--- src/common/ums_uart_consts.vh ---
// Register offsets, field positions, reset values and timing defaults of the modem and line status block
`ifndef UMS_UART_CONSTS_VH
`define UMS_UART_CONSTS_VH
`define UMS_OFS_DATA 8'h00
`define UMS_OFS_IER 8'h04
`define UMS_OFS_FCR 8'h08
`define UMS_OFS_LCR 8'h0C
`define UMS_OFS_MCR 8'h10
`define UMS_OFS_LSR 8'h14
`define UMS_OFS_MSR 8'h18
`define UMS_MCR_LOOP 4
`define UMS_MCR_AUTO_FLOW_ENABLE 5
`define UMS_LCR_STOP 2
`define UMS_LCR_PEN 3
`define UMS_LCR_EPS 4
`define UMS_LCR_BRK 6
`define UMS_IER_PTIME 7
`define UMS_FCR_RXRST 1
`define UMS_FCR_TXRST 2
`define UMS_LSR_RST 8'h60
`define UMS_BAUD_DIV 16
`endif

--- src/hdl/ums_uart.v ---
// UART modem control, line status and modem status logic behind an APB register slave
//////////////////////////////////////////////////////////////////////////////
//////////////////////////////////////////////////////////////////////////////
`include "ums_uart_consts.vh"
module ums_uart #(
  parameter DEPTH     = 16,
  parameter AW        = 4,
  parameter BAUD_DIV  = `UMS_BAUD_DIV,
  parameter AUTO_FLOW_ENABLE_MODE = 1,
  parameter PROG_TX_HOLD_EMPTY = 1
) (
  input  wire        sys_clk,
  input  wire        nrst,
  input  wire        psel,
  input  wire        penable,
  input  wire        pwrite,
  input  wire [7:0]  paddr,
  input  wire [31:0] pwdata,
  output reg  [31:0] prdata,
  input  wire        sin,
  input  wire        cts_n,
  input  wire        dsr_n,
  input  wire        dcd_n,
  input  wire        ri_n,
  output reg         sout,
  output reg         rts_n,
  output reg         dtr_n,
  output reg         user_output_a_pin,
  output reg         user_output_b_pin,
  output reg         intr
);
  localparam [5:0] RX_IDLE = 6'h01, RX_START = 6'h02, RX_DATA = 6'h04;
  localparam [5:0] RX_PAR = 6'h08, RX_STOP = 6'h10, RX_BRK = 6'h20;
  localparam [15:0] DIV = BAUD_DIV;
  localparam [AW:0] FULL = DEPTH;

  // Trigger level of a 2-bit code, receive or transmit table
  function [AW:0] ums_lvl;
    input [1:0] c;
    input       tx;
    begin
      case (c)
        2'h0:    ums_lvl = tx ? {(AW+1){1'b0}} : {{AW{1'b0}}, 1'b1};
        2'h1:    ums_lvl = tx ? {{(AW-1){1'b0}}, 2'b10} : FULL >> 2;
        2'h2:    ums_lvl = tx ? FULL >> 2 : FULL >> 1;
        default: ums_lvl = tx ? FULL >> 1 : FULL - {{(AW-1){1'b0}}, 2'b10};
      endcase
    end
  endfunction

  reg  [7:0]      int_enable_reg;
  reg             fcr_en;
  reg  [1:0]      rx_trig;
  reg  [1:0]      tx_trig;
  reg  [6:0]      lcr;
  reg  [5:0]      modem_control;
  reg  [10:0]     rmem [0:DEPTH-1];
  reg  [7:0]      tmem [0:DEPTH-1];
  reg  [AW-1:0]   rwp, rrp, twp, trp;
  reg  [AW:0]     rcount, tcount, err_cnt;
  reg             top_shown, rx_fifo_error_summary, lsr_bi, lsr_fe, lsr_pe, lsr_oe;
  reg             tx_hold_empty, tx_all_empty;
  reg  [3:0]      msr_prev, msr_delta;
  reg  [5:0]      rx_st;
  reg  [15:0]     rx_cnt, tx_cnt;
  reg  [2:0]      rx_bit;
  reg  [7:0]      rx_sh;
  reg             rx_p, rx_push, brk_done;
  reg  [10:0]     rx_word;
  reg  [19:0]     lo_cnt;
  reg  [11:0]     tx_sh;
  reg  [3:0]      tx_left;
  reg             tx_busy;
  reg  [31:0]     next_prdata;

  ////////////////////////////////////////////////////////////////////////////
  // Bus decode and shared terms
  wire        acc     = psel & penable;
  wire        wr      = acc & pwrite;
  wire        rd      = acc & ~pwrite;
  wire        rd_lsr  = rd & (paddr == `UMS_OFS_LSR);
  wire        rd_msr  = rd & (paddr == `UMS_OFS_MSR);
  wire        wr_fcr  = wr & (paddr == `UMS_OFS_FCR);
  wire        loop    = modem_control[`UMS_MCR_LOOP];
  wire        parity_on     = lcr[`UMS_LCR_PEN];
  wire [3:0]  nbits   = {2'b00, lcr[1:0]} + 4'd5;
  wire [AW:0] rcap    = fcr_en ? FULL : {{AW{1'b0}}, 1'b1};
  wire [AW:0] rlev    = ums_lvl(rx_trig, 1'b0);
  wire [AW:0] tlev    = ums_lvl(tx_trig, 1'b1);
  wire        prog_on = (PROG_TX_HOLD_EMPTY != 0) & int_enable_reg[`UMS_IER_PTIME] & fcr_en;
  wire        rx_rst  = wr_fcr & (pwdata[`UMS_FCR_RXRST] | (pwdata[0] != fcr_en));
  wire        tx_rst  = wr_fcr & (pwdata[`UMS_FCR_TXRST] | (pwdata[0] != fcr_en));
  wire        pop     = rd & (paddr == `UMS_OFS_DATA) & (rcount != 0);
  wire        tx_line = tx_sh[0];
  // Loop mode carries the break level and transmit data into the receiver
  wire        rx_in   = loop ? (tx_line & ~lcr[`UMS_LCR_BRK]) : sin;
  wire [7:0]  rx_data = rx_sh >> (4'd8 - nbits);
  wire        pe_calc = parity_on & (^rx_data ^ rx_p ^ ~lcr[`UMS_LCR_EPS]);
  wire [19:0] brk_thr = {16'h0000, 4'd2 + nbits + {3'b000, parity_on}} * {4'h0, DIV};
  wire [3:0]  msr_cur = loop ? {modem_control[3], modem_control[2], modem_control[0], modem_control[1]} : ~{dcd_n, ri_n, dsr_n, cts_n};
  wire [10:0] top     = rmem[rrp];
  wire        top_err = |top[10:8];
  wire        reveal  = (rcount != 0) & ~top_shown;
  wire        rx_full = (rcount == rcap) & ~pop;
  wire        tx_hold_empty_irq = prog_on ? (tcount <= tlev) : tx_hold_empty;

  ////////////////////////////////////////////////////////////////////////////
  // Software registers
  always @(posedge sys_clk or negedge nrst) begin
    if (!nrst) begin
      int_enable_reg <= 8'h00;
      fcr_en <= 1'b0;
      rx_trig <= 2'h0;
      tx_trig <= 2'h0;
      lcr <= 7'h00;
      modem_control <= 6'h00;
    end else if (wr) begin
      case (paddr)
        `UMS_OFS_IER: int_enable_reg <= {pwdata[7], 3'b000, pwdata[3:0]};
        `UMS_OFS_FCR: begin
          fcr_en <= pwdata[0];
          rx_trig <= pwdata[7:6];
          if (PROG_TX_HOLD_EMPTY != 0) tx_trig <= pwdata[5:4];
        end
        `UMS_OFS_LCR: lcr <= pwdata[6:0];
        // Auto flow bit sticks at zero where the feature is not built
        `UMS_OFS_MCR: modem_control <= {pwdata[5] & (AUTO_FLOW_ENABLE_MODE != 0), pwdata[4:0]};
        default: ;
      endcase
    end
  end

  // Read data captured in setup phase; clears use the captured bits so nothing unseen is lost
  always @* begin
    next_prdata = 32'h00000000;
    case (paddr)
      `UMS_OFS_DATA: next_prdata[7:0] = top[7:0];
      `UMS_OFS_IER:  next_prdata[7:0] = int_enable_reg;
      `UMS_OFS_LCR:  next_prdata[6:0] = lcr;
      `UMS_OFS_MCR:  next_prdata[5:0] = modem_control;
      `UMS_OFS_LSR:  next_prdata[7:0] = {rx_fifo_error_summary, tx_all_empty, tx_hold_empty, lsr_bi, lsr_fe, lsr_pe, lsr_oe,
                                         rcount != 0};
      `UMS_OFS_MSR:  next_prdata[7:0] = {msr_cur[3], msr_cur[2], msr_cur[1], msr_cur[0], msr_delta};
      default: ;
    endcase
  end

  always @(posedge sys_clk or negedge nrst) begin
    if (!nrst) prdata <= 32'h00000000;
    else if (psel & ~penable & ~pwrite) prdata <= next_prdata;
  end

  ////////////////////////////////////////////////////////////////////////////
  // Receiver
  always @(posedge sys_clk or negedge nrst) begin
    if (!nrst) lo_cnt <= 20'h00000;
    else if (rx_in) lo_cnt <= 20'h00000;
    else if (lo_cnt != 20'hFFFFF) lo_cnt <= lo_cnt + 20'h00001;
  end

  always @(posedge sys_clk or negedge nrst) begin
    if (!nrst) begin
      rx_st <= RX_IDLE;
      rx_cnt <= 16'h0000;
      rx_bit <= 3'h0;
      rx_sh <= 8'h00;
      rx_p <= 1'b0;
      rx_push <= 1'b0;
      rx_word <= 11'h000;
      brk_done <= 1'b0;
    end else begin
      rx_push <= 1'b0;
      if (rx_cnt != 16'h0000) rx_cnt <= rx_cnt - 16'h0001;
      case (rx_st)
        RX_IDLE: if (!rx_in) begin
          rx_st <= RX_START;
          rx_cnt <= DIV >> 1;
        end
        RX_START: if (rx_cnt == 16'h0000) begin
          rx_st <= rx_in ? RX_IDLE : RX_DATA;
          rx_cnt <= DIV - 16'h0001;
          rx_bit <= 3'h0;
        end
        RX_DATA: if (rx_cnt == 16'h0000) begin
          rx_sh <= {rx_in, rx_sh[7:1]};
          rx_bit <= rx_bit + 3'h1;
          rx_cnt <= DIV - 16'h0001;
          if ({1'b0, rx_bit} == nbits - 4'd1) rx_st <= parity_on ? RX_PAR : RX_STOP;
        end
        RX_PAR: if (rx_cnt == 16'h0000) begin
          rx_p <= rx_in;
          rx_cnt <= DIV - 16'h0001;
          rx_st <= RX_STOP;
        end
        RX_STOP: if (rx_cnt == 16'h0000) begin
          rx_p <= 1'b0;
          if (rx_in) begin
            rx_push <= 1'b1;
            rx_word <= {2'b00, pe_calc, rx_data};
            rx_st <= RX_IDLE;
          end else if (rx_data == 8'h00 && !(parity_on && rx_p)) begin
            // Possible break: hold the character until the low time decides
            brk_done <= 1'b0;
            rx_st <= RX_BRK;
          end else begin
            rx_push <= 1'b1;
            rx_word <= {2'b01, pe_calc, rx_data};
            rx_cnt <= DIV - 16'h0001;
            rx_bit <= 3'h0;
            rx_st <= RX_DATA;
          end
        end
        RX_BRK: begin
          if (!brk_done && lo_cnt > brk_thr) begin
            rx_push <= 1'b1;
            rx_word <= 11'h700;
            brk_done <= 1'b1;
          end
          if (rx_in) begin
            if (!brk_done) begin
              rx_push <= 1'b1;
              rx_word <= {2'b01, pe_calc, 8'h00};
            end
            rx_st <= RX_IDLE;
          end
        end
        default: rx_st <= RX_IDLE;
      endcase
    end
  end

  ////////////////////////////////////////////////////////////////////////////
  // Receive store; depth one without FIFOs
  always @(posedge sys_clk) begin
    if (rx_push && !rx_full) rmem[rwp] <= rx_word;
    else if (rx_push && !fcr_en) rmem[rrp] <= rx_word;
  end

  always @(posedge sys_clk or negedge nrst) begin
    if (!nrst) begin
      rwp <= {AW{1'b0}};
      rrp <= {AW{1'b0}};
      rcount <= {(AW+1){1'b0}};
      err_cnt <= {(AW+1){1'b0}};
      top_shown <= 1'b0;
      rx_fifo_error_summary <= 1'b0;
      lsr_bi <= 1'b0;
      lsr_fe <= 1'b0;
      lsr_pe <= 1'b0;
      lsr_oe <= 1'b0;
    end else begin
      // Set wins over the read clear
      lsr_oe <= (lsr_oe & ~(rd_lsr & prdata[1])) | (rx_push & rx_full);
      // Clear and reveal in one term, so a read clears an old flag even as a new top shows
      lsr_bi <= (lsr_bi & ~(rd_lsr & prdata[4])) | (reveal & top[10]);
      lsr_fe <= (lsr_fe & ~(rd_lsr & prdata[3])) | (reveal & top[9]);
      lsr_pe <= (lsr_pe & ~(rd_lsr & prdata[2])) | (reveal & top[8]);
      if (reveal) top_shown <= 1'b1;
      if (rx_rst) begin
        rwp <= {AW{1'b0}};
        rrp <= {AW{1'b0}};
        rcount <= {(AW+1){1'b0}};
        err_cnt <= {(AW+1){1'b0}};
        top_shown <= 1'b0;
        rx_fifo_error_summary <= 1'b0;
      end else begin
        if (pop) begin
          rrp <= rrp + 1'b1;
          top_shown <= 1'b0;
        end
        if (rx_push && !rx_full) rwp <= rwp + 1'b1;
        else if (rx_push && !fcr_en) top_shown <= 1'b0;
        rcount <= rcount + {{AW{1'b0}}, rx_push & ~rx_full} - {{AW{1'b0}}, pop};
        err_cnt <= err_cnt + {{AW{1'b0}}, rx_push & (~rx_full | ~fcr_en) & (|rx_word[10:8])}
                   - {{AW{1'b0}}, (pop | (rx_push & rx_full & ~fcr_en)) & top_err};
        if (fcr_en && rx_push && !rx_full && (|rx_word[10:8])) rx_fifo_error_summary <= 1'b1;
        else if (rd_lsr && prdata[7] && top_err && err_cnt == 1) rx_fifo_error_summary <= 1'b0;
      end
    end
  end

  ////////////////////////////////////////////////////////////////////////////
  // Transmit store and shifter
  wire        tx_load = ~tx_busy & (tcount != 0);
  wire [7:0]  t_dat   = tmem[trp] & ~(8'hFF << nbits);
  wire        t_par   = ~parity_on | (^t_dat ^ ~lcr[`UMS_LCR_EPS]);
  wire [11:0] t_frame = ({3'b000, t_dat, 1'b0} | (12'hFFE << nbits)) & ~({11'h000, ~t_par} << (nbits + 4'd1));
  wire [AW:0] tcap    = fcr_en ? FULL : {{AW{1'b0}}, 1'b1};
  wire        t_push  = wr & (paddr == `UMS_OFS_DATA) & (tcount != tcap);

  always @(posedge sys_clk) begin
    if (t_push) tmem[twp] <= pwdata[7:0];
  end

  always @(posedge sys_clk or negedge nrst) begin
    if (!nrst) begin
      twp <= {AW{1'b0}};
      trp <= {AW{1'b0}};
      tcount <= {(AW+1){1'b0}};
      tx_sh <= 12'hFFF;
      tx_cnt <= 16'h0000;
      tx_left <= 4'h0;
      tx_busy <= 1'b0;
      tx_hold_empty <= 1'b1;
      tx_all_empty <= 1'b1;
    end else begin
      if (tx_rst) begin
        twp <= {AW{1'b0}};
        trp <= {AW{1'b0}};
        tcount <= {(AW+1){1'b0}};
      end else begin
        if (t_push) twp <= twp + 1'b1;
        if (tx_load) trp <= trp + 1'b1;
        tcount <= tcount + {{AW{1'b0}}, t_push} - {{AW{1'b0}}, tx_load};
      end
      if (tx_load) begin
        tx_sh <= t_frame;
        tx_busy <= 1'b1;
        tx_cnt <= DIV - 16'h0001;
        // Start, data, parity, stop; a half stop bit is sent as a whole one
        tx_left <= nbits + {3'b000, parity_on} + {3'b000, lcr[`UMS_LCR_STOP]} + 4'd1;
      end else if (tx_busy) begin
        if (tx_cnt != 16'h0000) tx_cnt <= tx_cnt - 16'h0001;
        else begin
          tx_sh <= {1'b1, tx_sh[11:1]};
          tx_cnt <= DIV - 16'h0001;
          tx_left <= tx_left - 4'h1;
          if (tx_left == 4'h0) tx_busy <= 1'b0;
        end
      end
      // Holding-empty reports a full FIFO in threshold mode
      tx_hold_empty <= prog_on ? (tcount == FULL) : (tcount == 0);
      tx_all_empty <= (tcount == 0) & ~tx_busy & ~tx_load;
    end
  end

  ////////////////////////////////////////////////////////////////////////////
  // Modem status and pins
  always @(posedge sys_clk or negedge nrst) begin
    if (!nrst) begin
      msr_prev <= 4'h0;
      msr_delta <= 4'h0;
      sout <= 1'b1;
      rts_n <= 1'b1;
      dtr_n <= 1'b1;
      user_output_a_pin <= 1'b1;
      user_output_b_pin <= 1'b1;
      intr <= 1'b0;
    end else begin
      // Zero after reset lets asserted inputs other than ring flag a change
      msr_prev <= msr_cur;
      msr_delta <= (msr_delta & ~({4{rd_msr}} & prdata[3:0])) |
                   {msr_prev[3] ^ msr_cur[3], msr_prev[2] & ~msr_cur[2],
                    msr_prev[1] ^ msr_cur[1], msr_prev[0] ^ msr_cur[0]};
      sout <= loop | (tx_line & ~lcr[`UMS_LCR_BRK]);
      dtr_n <= loop | ~modem_control[0];
      user_output_a_pin <= loop | ~modem_control[2];
      user_output_b_pin <= loop | ~modem_control[3];
      rts_n <= loop | ~modem_control[1] | (modem_control[`UMS_MCR_AUTO_FLOW_ENABLE] & fcr_en & (rcount >= rlev));
      intr <= (int_enable_reg[0] & (fcr_en ? rcount >= rlev : rcount != 0)) |
              (int_enable_reg[1] & tx_hold_empty_irq) |
              (int_enable_reg[2] & (lsr_oe | lsr_pe | lsr_fe | lsr_bi)) |
              (int_enable_reg[3] & (|msr_delta));
    end
  end
endmodule // ums_uart

--- config.mk ---
export PLATFORM = sky130hd
export DESIGN_NAME = ums_uart
export DESIGN_NICKNAME = d
export VERILOG_FILES = /design/src/hdl/ums_uart.v
export VERILOG_INCLUDE_DIRS = /design/src /design/src/common
export SDC_FILE = /design/constraint.sdc
export NUM_CORES = 1
export LEC_CHECK = 0
export BUFFER_PORTS_ARGS = -buffer_cell sky130_fd_sc_hd__buf_2
export CAP_MARGIN = 15
export CORE_ASPECT_RATIO = 1.2
export CORE_MARGIN = 5
export CORE_UTILIZATION = 25
export CTS_BUF_LIST = sky130_fd_sc_hd__clkbuf_2
export CTS_CLUSTER_DIAMETER = 40
export DETAILED_ROUTE_END_ITERATION = 12
export PLACE_DENSITY = 0.46
export SYNTH_ARGS = -nofsm -noshare
export SYNTH_HDL_FRONTEND = slang
export SYNTH_SLANG_ARGS = --single-unit
--- constraint.sdc ---
create_clock -name sys_clk -period 5.8 [get_ports sys_clk]
set_clock_uncertainty 0.1 [all_clocks]
set_input_delay 0.29 -clock sys_clk [delete_from_list [all_inputs] [get_ports sys_clk]]
set_output_delay 0.29 -clock sys_clk [all_outputs]
set_load 0.02 [all_outputs]
Word level (Yosys, flattened, before mapping) --
Memories as Yosys holds them, arrays and structs flattened. Cells that the tools add are included. Widths: inputs -> output; s select.
Operators by class: reductions and logical operators 54, equal/unequal tests 36, $add $sub $neg 24, shifts and indexed selects 4, order comparisons 3, bitwise gates (word level) 104, muxes and demuxes 102
Operators by type and width (count):
- $mux 16 | 9
- $mux 11 | 7
- $pmux 6 s6 | 2
- $mux 6 | 9
- $mux 4 | 13
- $pmux 16 s3 | 1
- $and 1x1->1 | 46
- $mux 20 | 2
- $mux 1 | 36
- $mux 12 | 3
- $reduce_bool 16->1 | 2
- $sub 16x1->16 const B | 2
- $mux 5 | 5
- $add 4x1->4 const B | 6
- $eq 8x5->1 const B | 3
- $ne 2x2->1 const B | 12
- $pmux 4 s3 | 2
- $pmux 11 s2 | 1
- $not 1->1 | 21
- $or 1x1->1 | 21
- $add 20x1->20 const B | 1
- $gt 20x8->1 | 1
- $ne 20x20->1 const B | 1
- $mux 3 | 6
- 62 further kinds | 115
Word-level totals: memory bits (writable) 304, register bits 184, input bits 50, word-level logic and storage cells 372, memories 2, output and inout bits 38
Memories:
- rmem | depth 16, bits a word 11, read ports 1, clocked after memory_dff 0, wr ports 1, RTL line ums_uart.v:57 | reg [10:0] rmem [0:DEPTH-1];
- tmem | depth 16, bits a word 8, read ports 1, clocked after memory_dff 0, wr ports 1, RTL line ums_uart.v:58 | reg [7:0] tmem [0:DEPTH-1];

Depth between registers and ports, before layout --
Gate-level depths: netlist of the first run.
depth in word-level cells 13, depth in mapped cells 20, depth with buffers taken out 18

Worst setup path before layout of the first run --
Ideal clock, no wire load.
kind reg-to-reg, from register lcr[0], to register rx_word[9], cell stages (with the launch flop) 17, required time 5.579 ns, library setup time 0.121 ns, path buffers 4, data arrival time 3.797 ns, period minus slack after synthesis 4.018 ns, slack 1.782 ns, cell sequence dfrtp_1 > clkbuf_1 > clkbuf_1 > inv_1 > ha_1 > clkbuf_1 > mux4_2 > nand2_1 > ha_1 > nand4_1 > a21o_1 > o211ai_2 > a21boi_1 > and2_1 > buf_2 > inv_1 > o22a_1
Between the ends: longest elaborated chain between the ends 9, elaborated cells on any way between the ends 15, those cells by class add/sub: 4; order compare: 1; eq/ne: 1; shift: 1; mux: 4; reduce/logical: 4
RTL lines:
- from (decl) | RTL line ums_uart.v:55 | reg [6:0] lcr;
- from (signal assigned) | RTL line ums_uart.v:125 | `UMS_OFS_LCR: lcr <= pwdata[6:0];
- $add 2x3->4 (*) | RTL line ums_uart.v:86 | wire [3:0] nbits = {2'b00, lcr[1:0]} + 4'd5;
- $add 2x4->4 | RTL line ums_uart.v:99 | wire [19:0] brk_thr = {16'h0000, 4'd2 + nbits + {3'b000, parity_on}} * {4'h0, DIV};
- $add 4x1->4 | RTL line ums_uart.v:99
- $gt 20x8->1 | RTL line ums_uart.v:214 | if (!brk_done && lo_cnt > brk_thr) begin
- $logic_and 1x1->1 | RTL line ums_uart.v:214
- $mux 11 | RTL line ums_uart.v:214
- $mux 11 | RTL line ums_uart.v:220 | if (!brk_done) begin
- $mux 11 | RTL line ums_uart.v:219 | if (rx_in) begin
- $pmux 11 s2 | RTL line ums_uart.v:174 | case (rx_st)
- to (signal assigned) | RTL line ums_uart.v:199 | rx_word <= {2'b00, pe_calc, rx_data};
- to (signal assigned) | RTL line ums_uart.v:207 | rx_word <= {2'b01, pe_calc, rx_data};
- to (signal assigned) | RTL line ums_uart.v:222 | rx_word <= {2'b01, pe_calc, 8'h00};
- to (decl) | RTL line ums_uart.v:69 | reg [10:0] rx_word;
Mark *: on every way between the ends. The rest lies on a longest branch, timed or not. A chain may end at the register's enable or synchronous reset.

Worst setup path after layout of the first run --
Ends and elaborated chain as after synthesis.

==> results.yml, run 1 <==
run_status:
  status: "finished clean"
global_routing:
  antenna_found_initial: 4
  overflow: 0
  grt_max_degree: 110
  grt.total_usage_pct: 11.63
  grt_pass1_wl_um: 87270
  grt_pass1_vias: 15010
clock_network:
  numCtsBuffers: 138
  cts_tree: "built"
  cts_sinks: 488
  clk_latency_ps: 1250
  root_buffer: "clkbuf_2"
  htree_num_levels: 4
  post_cts_resized: 0
  path_clk_slew_ps: 110
  post_cts_buffers: 0
  clock_path_buffers: 3
  cts_hold_buf: 63
layout:
  multi_input_comb_area_mm2: 0.008046
  final_common_cell: "edfxtp_1"
  syn_to_final_growth_pct: 15.69
  reg_top3: "rmem x176, tmem x128, lo_cnt x20"
  drive_above_1_share_pct: 23.38
  largest_reg_flops: 176
  largest-register: "rmem"
  final_cell_area_mm2: 0.02595
  seqCellArea_mm2: 0.01376
  mostFrequentLayoutCells: "edfxtp_1 (304), clkbuf_2 (196), dfrtp_1 (161), nor2_1 (151), nand2_1 (123)"
  nets: 1961
  nFillCells: 9186
floorplan:
  coreArea_mm2: 0.08919
  rows: 120
  die-area_mm2: 0.09584
  dieWidth_um: 283.4
  ios: 88
  die_y_um: 338.1
  initial_core_util_pct: 25.15
power_and_ir_drop:
  p_leak_uw: 0.009483
  ir_drop_v: 0.0001041
  combPwrFrac_pct: 12.3
  power.density_mw_per_mm2: 288.2
  p_int_uw: 5300
  p_seq_share_pct: 53.0
  pwr-share-clk_pct: 34.7
  netSwitchingFraction_pct: 29.14
  p_switching_uw: 2179
yosys:
  synthCells: 1634
  yosysSeqAreaShare_pct: 61.33
  synth_edf_count: 304
  synth_seq_cells: 488
  async_reset_ff_share_pct: 37.70
  avgSynthCellArea_um2: 13.73
  synth_area_mm2: 0.02243
  synth_cell_types: 86
  synth-main-ff-cell: "edfxtp_1"
  yosys_warnings: 0
critical_path:
  endpoint_kind: "flop"
  cp-start-kind: "flop"
  critPathMaxStageDelay_ps: 860
  critPathSlowestCell: "ha_1"
  worstSetupPathType: "flop to flop"
  crit_arrival_ps: 5790
  required_ps: 6820
  crit_fanout: 19
  cp_num_buf_inv: 2
  path_cells: "inv_1, ha_1, mux4_2, nand2_1, ha_1, nand4_1, a21o_1, o211ai_2, a21boi_1, and2_1, inv_1, o22a_1"
  path_delay_family: "compound AO/OA/AOI/OAI gates"
sta:
  finalHoldViolations: 0
  worstMarginPinSlew_ps: 1030
  fmax_mhz: 209.3
  rsz0062_at_grt: "no"
  period_share_pct: 82.38
  fin_setup_tns_ps: 0
  finalSetupViolCount: 0
  min_period_ps: 4778
  slew-limit-headroom_pct: 30.83
  slew_violations: 0
placement:
  dp_hpwl_um: 37270
  placed_cell_area_mm2: 0.02398
  portBuffers: 39
  place_congestion: 0.7704
routing:
  wl_um: 55890
  dr.pass1.iters: 5
  drt-wirelength-per-cell_um: 17.95
  final_antenna_net_count: 0
  via_per_inst: 4.550
  vias: 14170
  drtIter0Drc: 807
  drc: 0
run:
  max_cap_violations: 0
hold_path:
  hold_class: "primary input to flop"
synthesized netlist by cell type, drive strengths merged, types with 18 or more instances:
| cell | n | share of area (%) |
|---|---|---|
| nor2 | 152 | 2.6 |
| mux2 | 28 | 1.4 |
| buf | 51 | 1.6 |
| o21ai | 79 | 1.8 |
| mux4 | 87 | 8.8 |
| dfstp | 20 | 2.3 |
| nor2b | 22 | 0.62 |
| ha | 62 | 3.5 |
| mux2i | 28 | 1.2 |
| edfxtp | 304 | 41 |
| inv | 58 | 0.97 |
| dfrtp | 164 | 18 |
| nor3 | 36 | 0.85 |
| xor2 | 27 | 1.1 |
| a21oi | 59 | 1.3 |
| xnor2 | 50 | 2.0 |
| nand3 | 23 | 0.51 |
| nand2 | 123 | 2.1 |
| and3 | 18 | 0.50 |
| clkbuf | 40 | 0.67 |
cell families (layout without fill, tap and decap cells):
kind of cell / count (synthesis) / in the layout / synth area share [%]
compound gates: 230 / 230 / 6.627
xor+xnor: 78 / 78 / 3.140
fa+ha+maj: 66 / 66 / 3.771
buf+inv: 150 / 443 / 3.235
flops: 488 / 488 / 61.33
mux: 143 / 143 / 11.46
other cells: 1 / 29 / 0.01672
simple gates: 478 / 478 / 10.42
stage by stage:
step | hold slack (ps) | instances | util, % | worst slack [ps] | total power (uW)
2_1_floorplan | -105.6 | 1657 | - | 1782 | 4683
3_3_place_gp | 279.7 | 2802 | 26.89 | 1143 | 4900
3_5_place_dp | 287.2 | 2802 | 26.89 | 1043 | 4932
4_1_cts | 5.983 | 3109 | 29.08 | 986.6 | 7630
5_1_grt | 43.53 | 3113 | 29.10 | 564.3 | 7961
6_report | 219.5 | 3114 | 29.10 | 1022 | 7479
final timing paths:
path | depth (start not counted) | startpoint | slack [ps] | to
max reg2reg | 12 | lcr[0] | 1020 | rx_word[9]
max | 12 | lcr[0] | 1020 | rx_word[9]
min reg2reg | 2 | tx_sh[0] | 360 | tx_sh[0]
max in group asynchronous | 5 | nrst | 4320 | rrp[1]
min | 5 | pwrite | 220 | int_enable_reg[3]
min in group asynchronous | 5 | nrst | 630 | tx_cnt[5]
power groups by stage:
stage | sequential [uW] | combinational, uW | clock, uW
finish | 3960 | 921 | 2590
global route | 3990 | 1050 | 2930
CTS | 3960 | 935 | 2730
detailed placement | 4040 | 893 | 0
global placement | 4030 | 870 | 0
floorplan | 3990 | 695 | 0
worst min-delay path, stage by stage:
cell,delay [ps]
dlygate4sd3_1,540
buf_2,150
and3_1,170
nand2_1,210
mux2_2,200
layer usage:
metal  global-route usage, %  up-vias  routed length (um)
li1                        -     6559                   -
met1                   14.31     7185               24280
met2                   19.62      327               27750
met3                   3.028       98                2465
met4                   4.510        0                1397
met5                       0        -                   0
cell type report:
cell class	instances	area share, %
multi-input cells	1019	31.01
inverters	59	0.8534
diodes	5	0.04821
repair buffers	140	4.431
clock inverters	48	1.263
flip-flops and latches	488	53.03
clock buffers	196	3.780
well taps	1159	5.588
(Power assumes the default switching activity.)
==> run 2, diff against run 1 <==
Settings changed: PLACE_DENSITY 0.46 to 0.47.
Clock period 5.8 ns to 4.35 ns, I/O delays scaled along.
==> run 2 against run 1 <==
- sequential power rose by 33%
- cell area increased by 0.41%
- utilization rose by 0.12 points
- flip-flop and latch count unchanged
- die area is the same
- total power increased by 31%
- first-iteration DRC count is 16% higher
- worst setup slack got worse by 940 ps
- sequential share of layout area decreased by 0.22 points
- cell count increased by 0.45%
==> results.yml, run 2 (synthesis results as in run 1) <==
critical_path:
  required_ps: 5270
  worstSetupPathType: "primary input to flop"
  worstReg2RegStart: "rrp[0]"
  crit_fanout: 4
  crit_arrival_ps: 5190
  endpoint_kind: "flop"
  startpoint: "paddr[4]"
  cp-start-kind: "primary input"
layout:
  syn_to_final_growth_pct: 16.16
  reg_top3: "rmem x176, tmem x128, lo_cnt x20"
  drive_above_1_share_pct: 24.08
  nets: 1977
  final_cell_area_mm2: 0.02606
  nFillCells: 9168
  final_common_cell: "edfxtp_1"
  post-route-util_pct: 29.22
  largest_reg_flops: 176
  largest-register: "rmem"
  mostFrequentLayoutCells: "edfxtp_1 (304), clkbuf_2 (203), dfrtp_1 (161), nor2_1 (151), nand2_1 (123)"
floorplan:
  rows: 120
  dieWidth_um: 283.4
  initial_core_util_pct: 25.15
  die-area_mm2: 0.09584
  coreArea_mm2: 0.08919
  ios: 88
  die_y_um: 338.1
sta:
  worst_slack_ps: 84.33
  worstMarginPinSlew_ps: 1083
  finalHoldViolations: 0
  finalSetupViolCount: 0
  fin_setup_tns_ps: 0
  period_share_pct: 98.06
  fmax_mhz: 234.4
  slew_violations: 0
  slew-limit-headroom_pct: 27.21
  min_period_ps: 4266
  rsz0062_at_grt: "no"
placement:
  dp_hpwl_um: 37600
  pre_cts_ws_ps: 307.7
  placed_cell_area_mm2: 0.02409
  place_congestion: 0.7881
  portBuffers: 39
routing:
  final_antenna_net_count: 0
  drt-wirelength-per-cell_um: 17.93
  via_per_inst: 4.513
  vias: 14120
  wl_um: 56080
  drc: 0
  dr.pass1.iters: 7
  drtIter0Drc: 936
clock_network:
  path_clk_slew_ps: 100
  clock_path_buffers: 3
  htree_num_levels: 4
  root_buffer: "clkbuf_2"
  post_cts_buffers: 0
  clk_latency_ps: 1270
  post_cts_resized: 0
  numCtsBuffers: 135
  cts_sinks: 488
  cts_hold_buf: 69
  cts_tree: "built"
global_routing:
  grt_pass1_wl_um: 87730
  grt_pass1_vias: 14770
  antenna_found_initial: 3
  overflow: 0
  grt.total_usage_pct: 11.74
  grt_max_degree: 99
power_and_ir_drop:
  power.density_mw_per_mm2: 376.5
  finalPower_uw: 9811
  p_leak_uw: 0.009550
  ir_drop_v: 0.0001253
hold_path:
  hold_class: "primary input to flop"
  hold_start: "sin"
run_status:
  status: "finished clean"
run:
  max_cap_violations: 0
==> run 2: cell count changes in the layout (fill, tap and decap cells not counted) <==
cell / change
buf_4: +12
clkinv_1: -9
clkbuf_2: +7
dlygate4sd3_1: +6
clkinv_4: -5
clkinvlp_4: +4
bufinv_16: -2
inv_6: +2
buf_12: +1
clkinv_2: -1
inv_2: -1
==> run 2: through the flow <==
| stage | std cells | hold WS (ps) |
|---|---|---|
| finish | 3128 | 255.9 |
| global route | 3127 | 149.4 |
| CTS | 3123 | 10.57 |
| detailed placement | 2815 | 254.3 |
| global placement | 2815 | 261.8 |
| floorplan | 1657 | -178.1 |
==> run 2: power by group <==
group          switching, uW  internal [uW]
combinational            669            549
clock                   1980           1330
sequential               191           5090
total                   2840           6970
==> run 2: area by class of cell <==
class / instances / area [um^2] / share of cell area (%)
Antenna cell: 5 / 12.51 / 0.04802
Clock buffer: 203 / 1016 / 3.899
Clock inverter: 36 / 229.0 / 0.8787
Inverter: 59 / 221.5 / 0.8499
Multi-Input combinational cell: 1019 / 8046 / 30.88
Sequential cell: 488 / 13760 / 52.81
Tap cell: 1159 / 1450 / 5.565
Timing Repair Buffer: 159 / 1320 / 5.066
==> run 2: final timing paths <==
path                              endpoint  slack [ps]  depth (start not counted)
worst max register to register  err_cnt[4]         340                         13
worst min register to register    tx_sh[0]         380                          2
max in group asynchronous           rrp[2]        2550                          6
worst max-delay path            err_cnt[4]          80                         19
worst min-delay path            lo_cnt[17]         260                          4
min in group asynchronous       tx_left[3]         630                          5
==> run 2: critical path, stage by stage <==
cell and delay, ps:
dlygate4sd3_1 540, buf_2 130, dlygate4sd3_1 560, or4_1 600
dlygate4sd3_1 670, or3_4 380, nor3_4 230, a211oi_2 70
a21boi_0 260, nand2_1 100, ha_1 290, inv_1 40
ha_1 200, fa_1 410, a21oi_1 160, nor2_1 60
nor2_1 110, xnor2_1 120, nor2_1 50
==> run 2: metal layers <==
layer / up-vias / track usage [%] / share of wire, %
met4: 0 / 4.182 / 2.0
li1: 6610 / - / -
met5: - / 0 / 0
met3: 87 / 3.190 / 5.1
met1: 7122 / 14.64 / 44
met2: 298 / 19.66 / 49
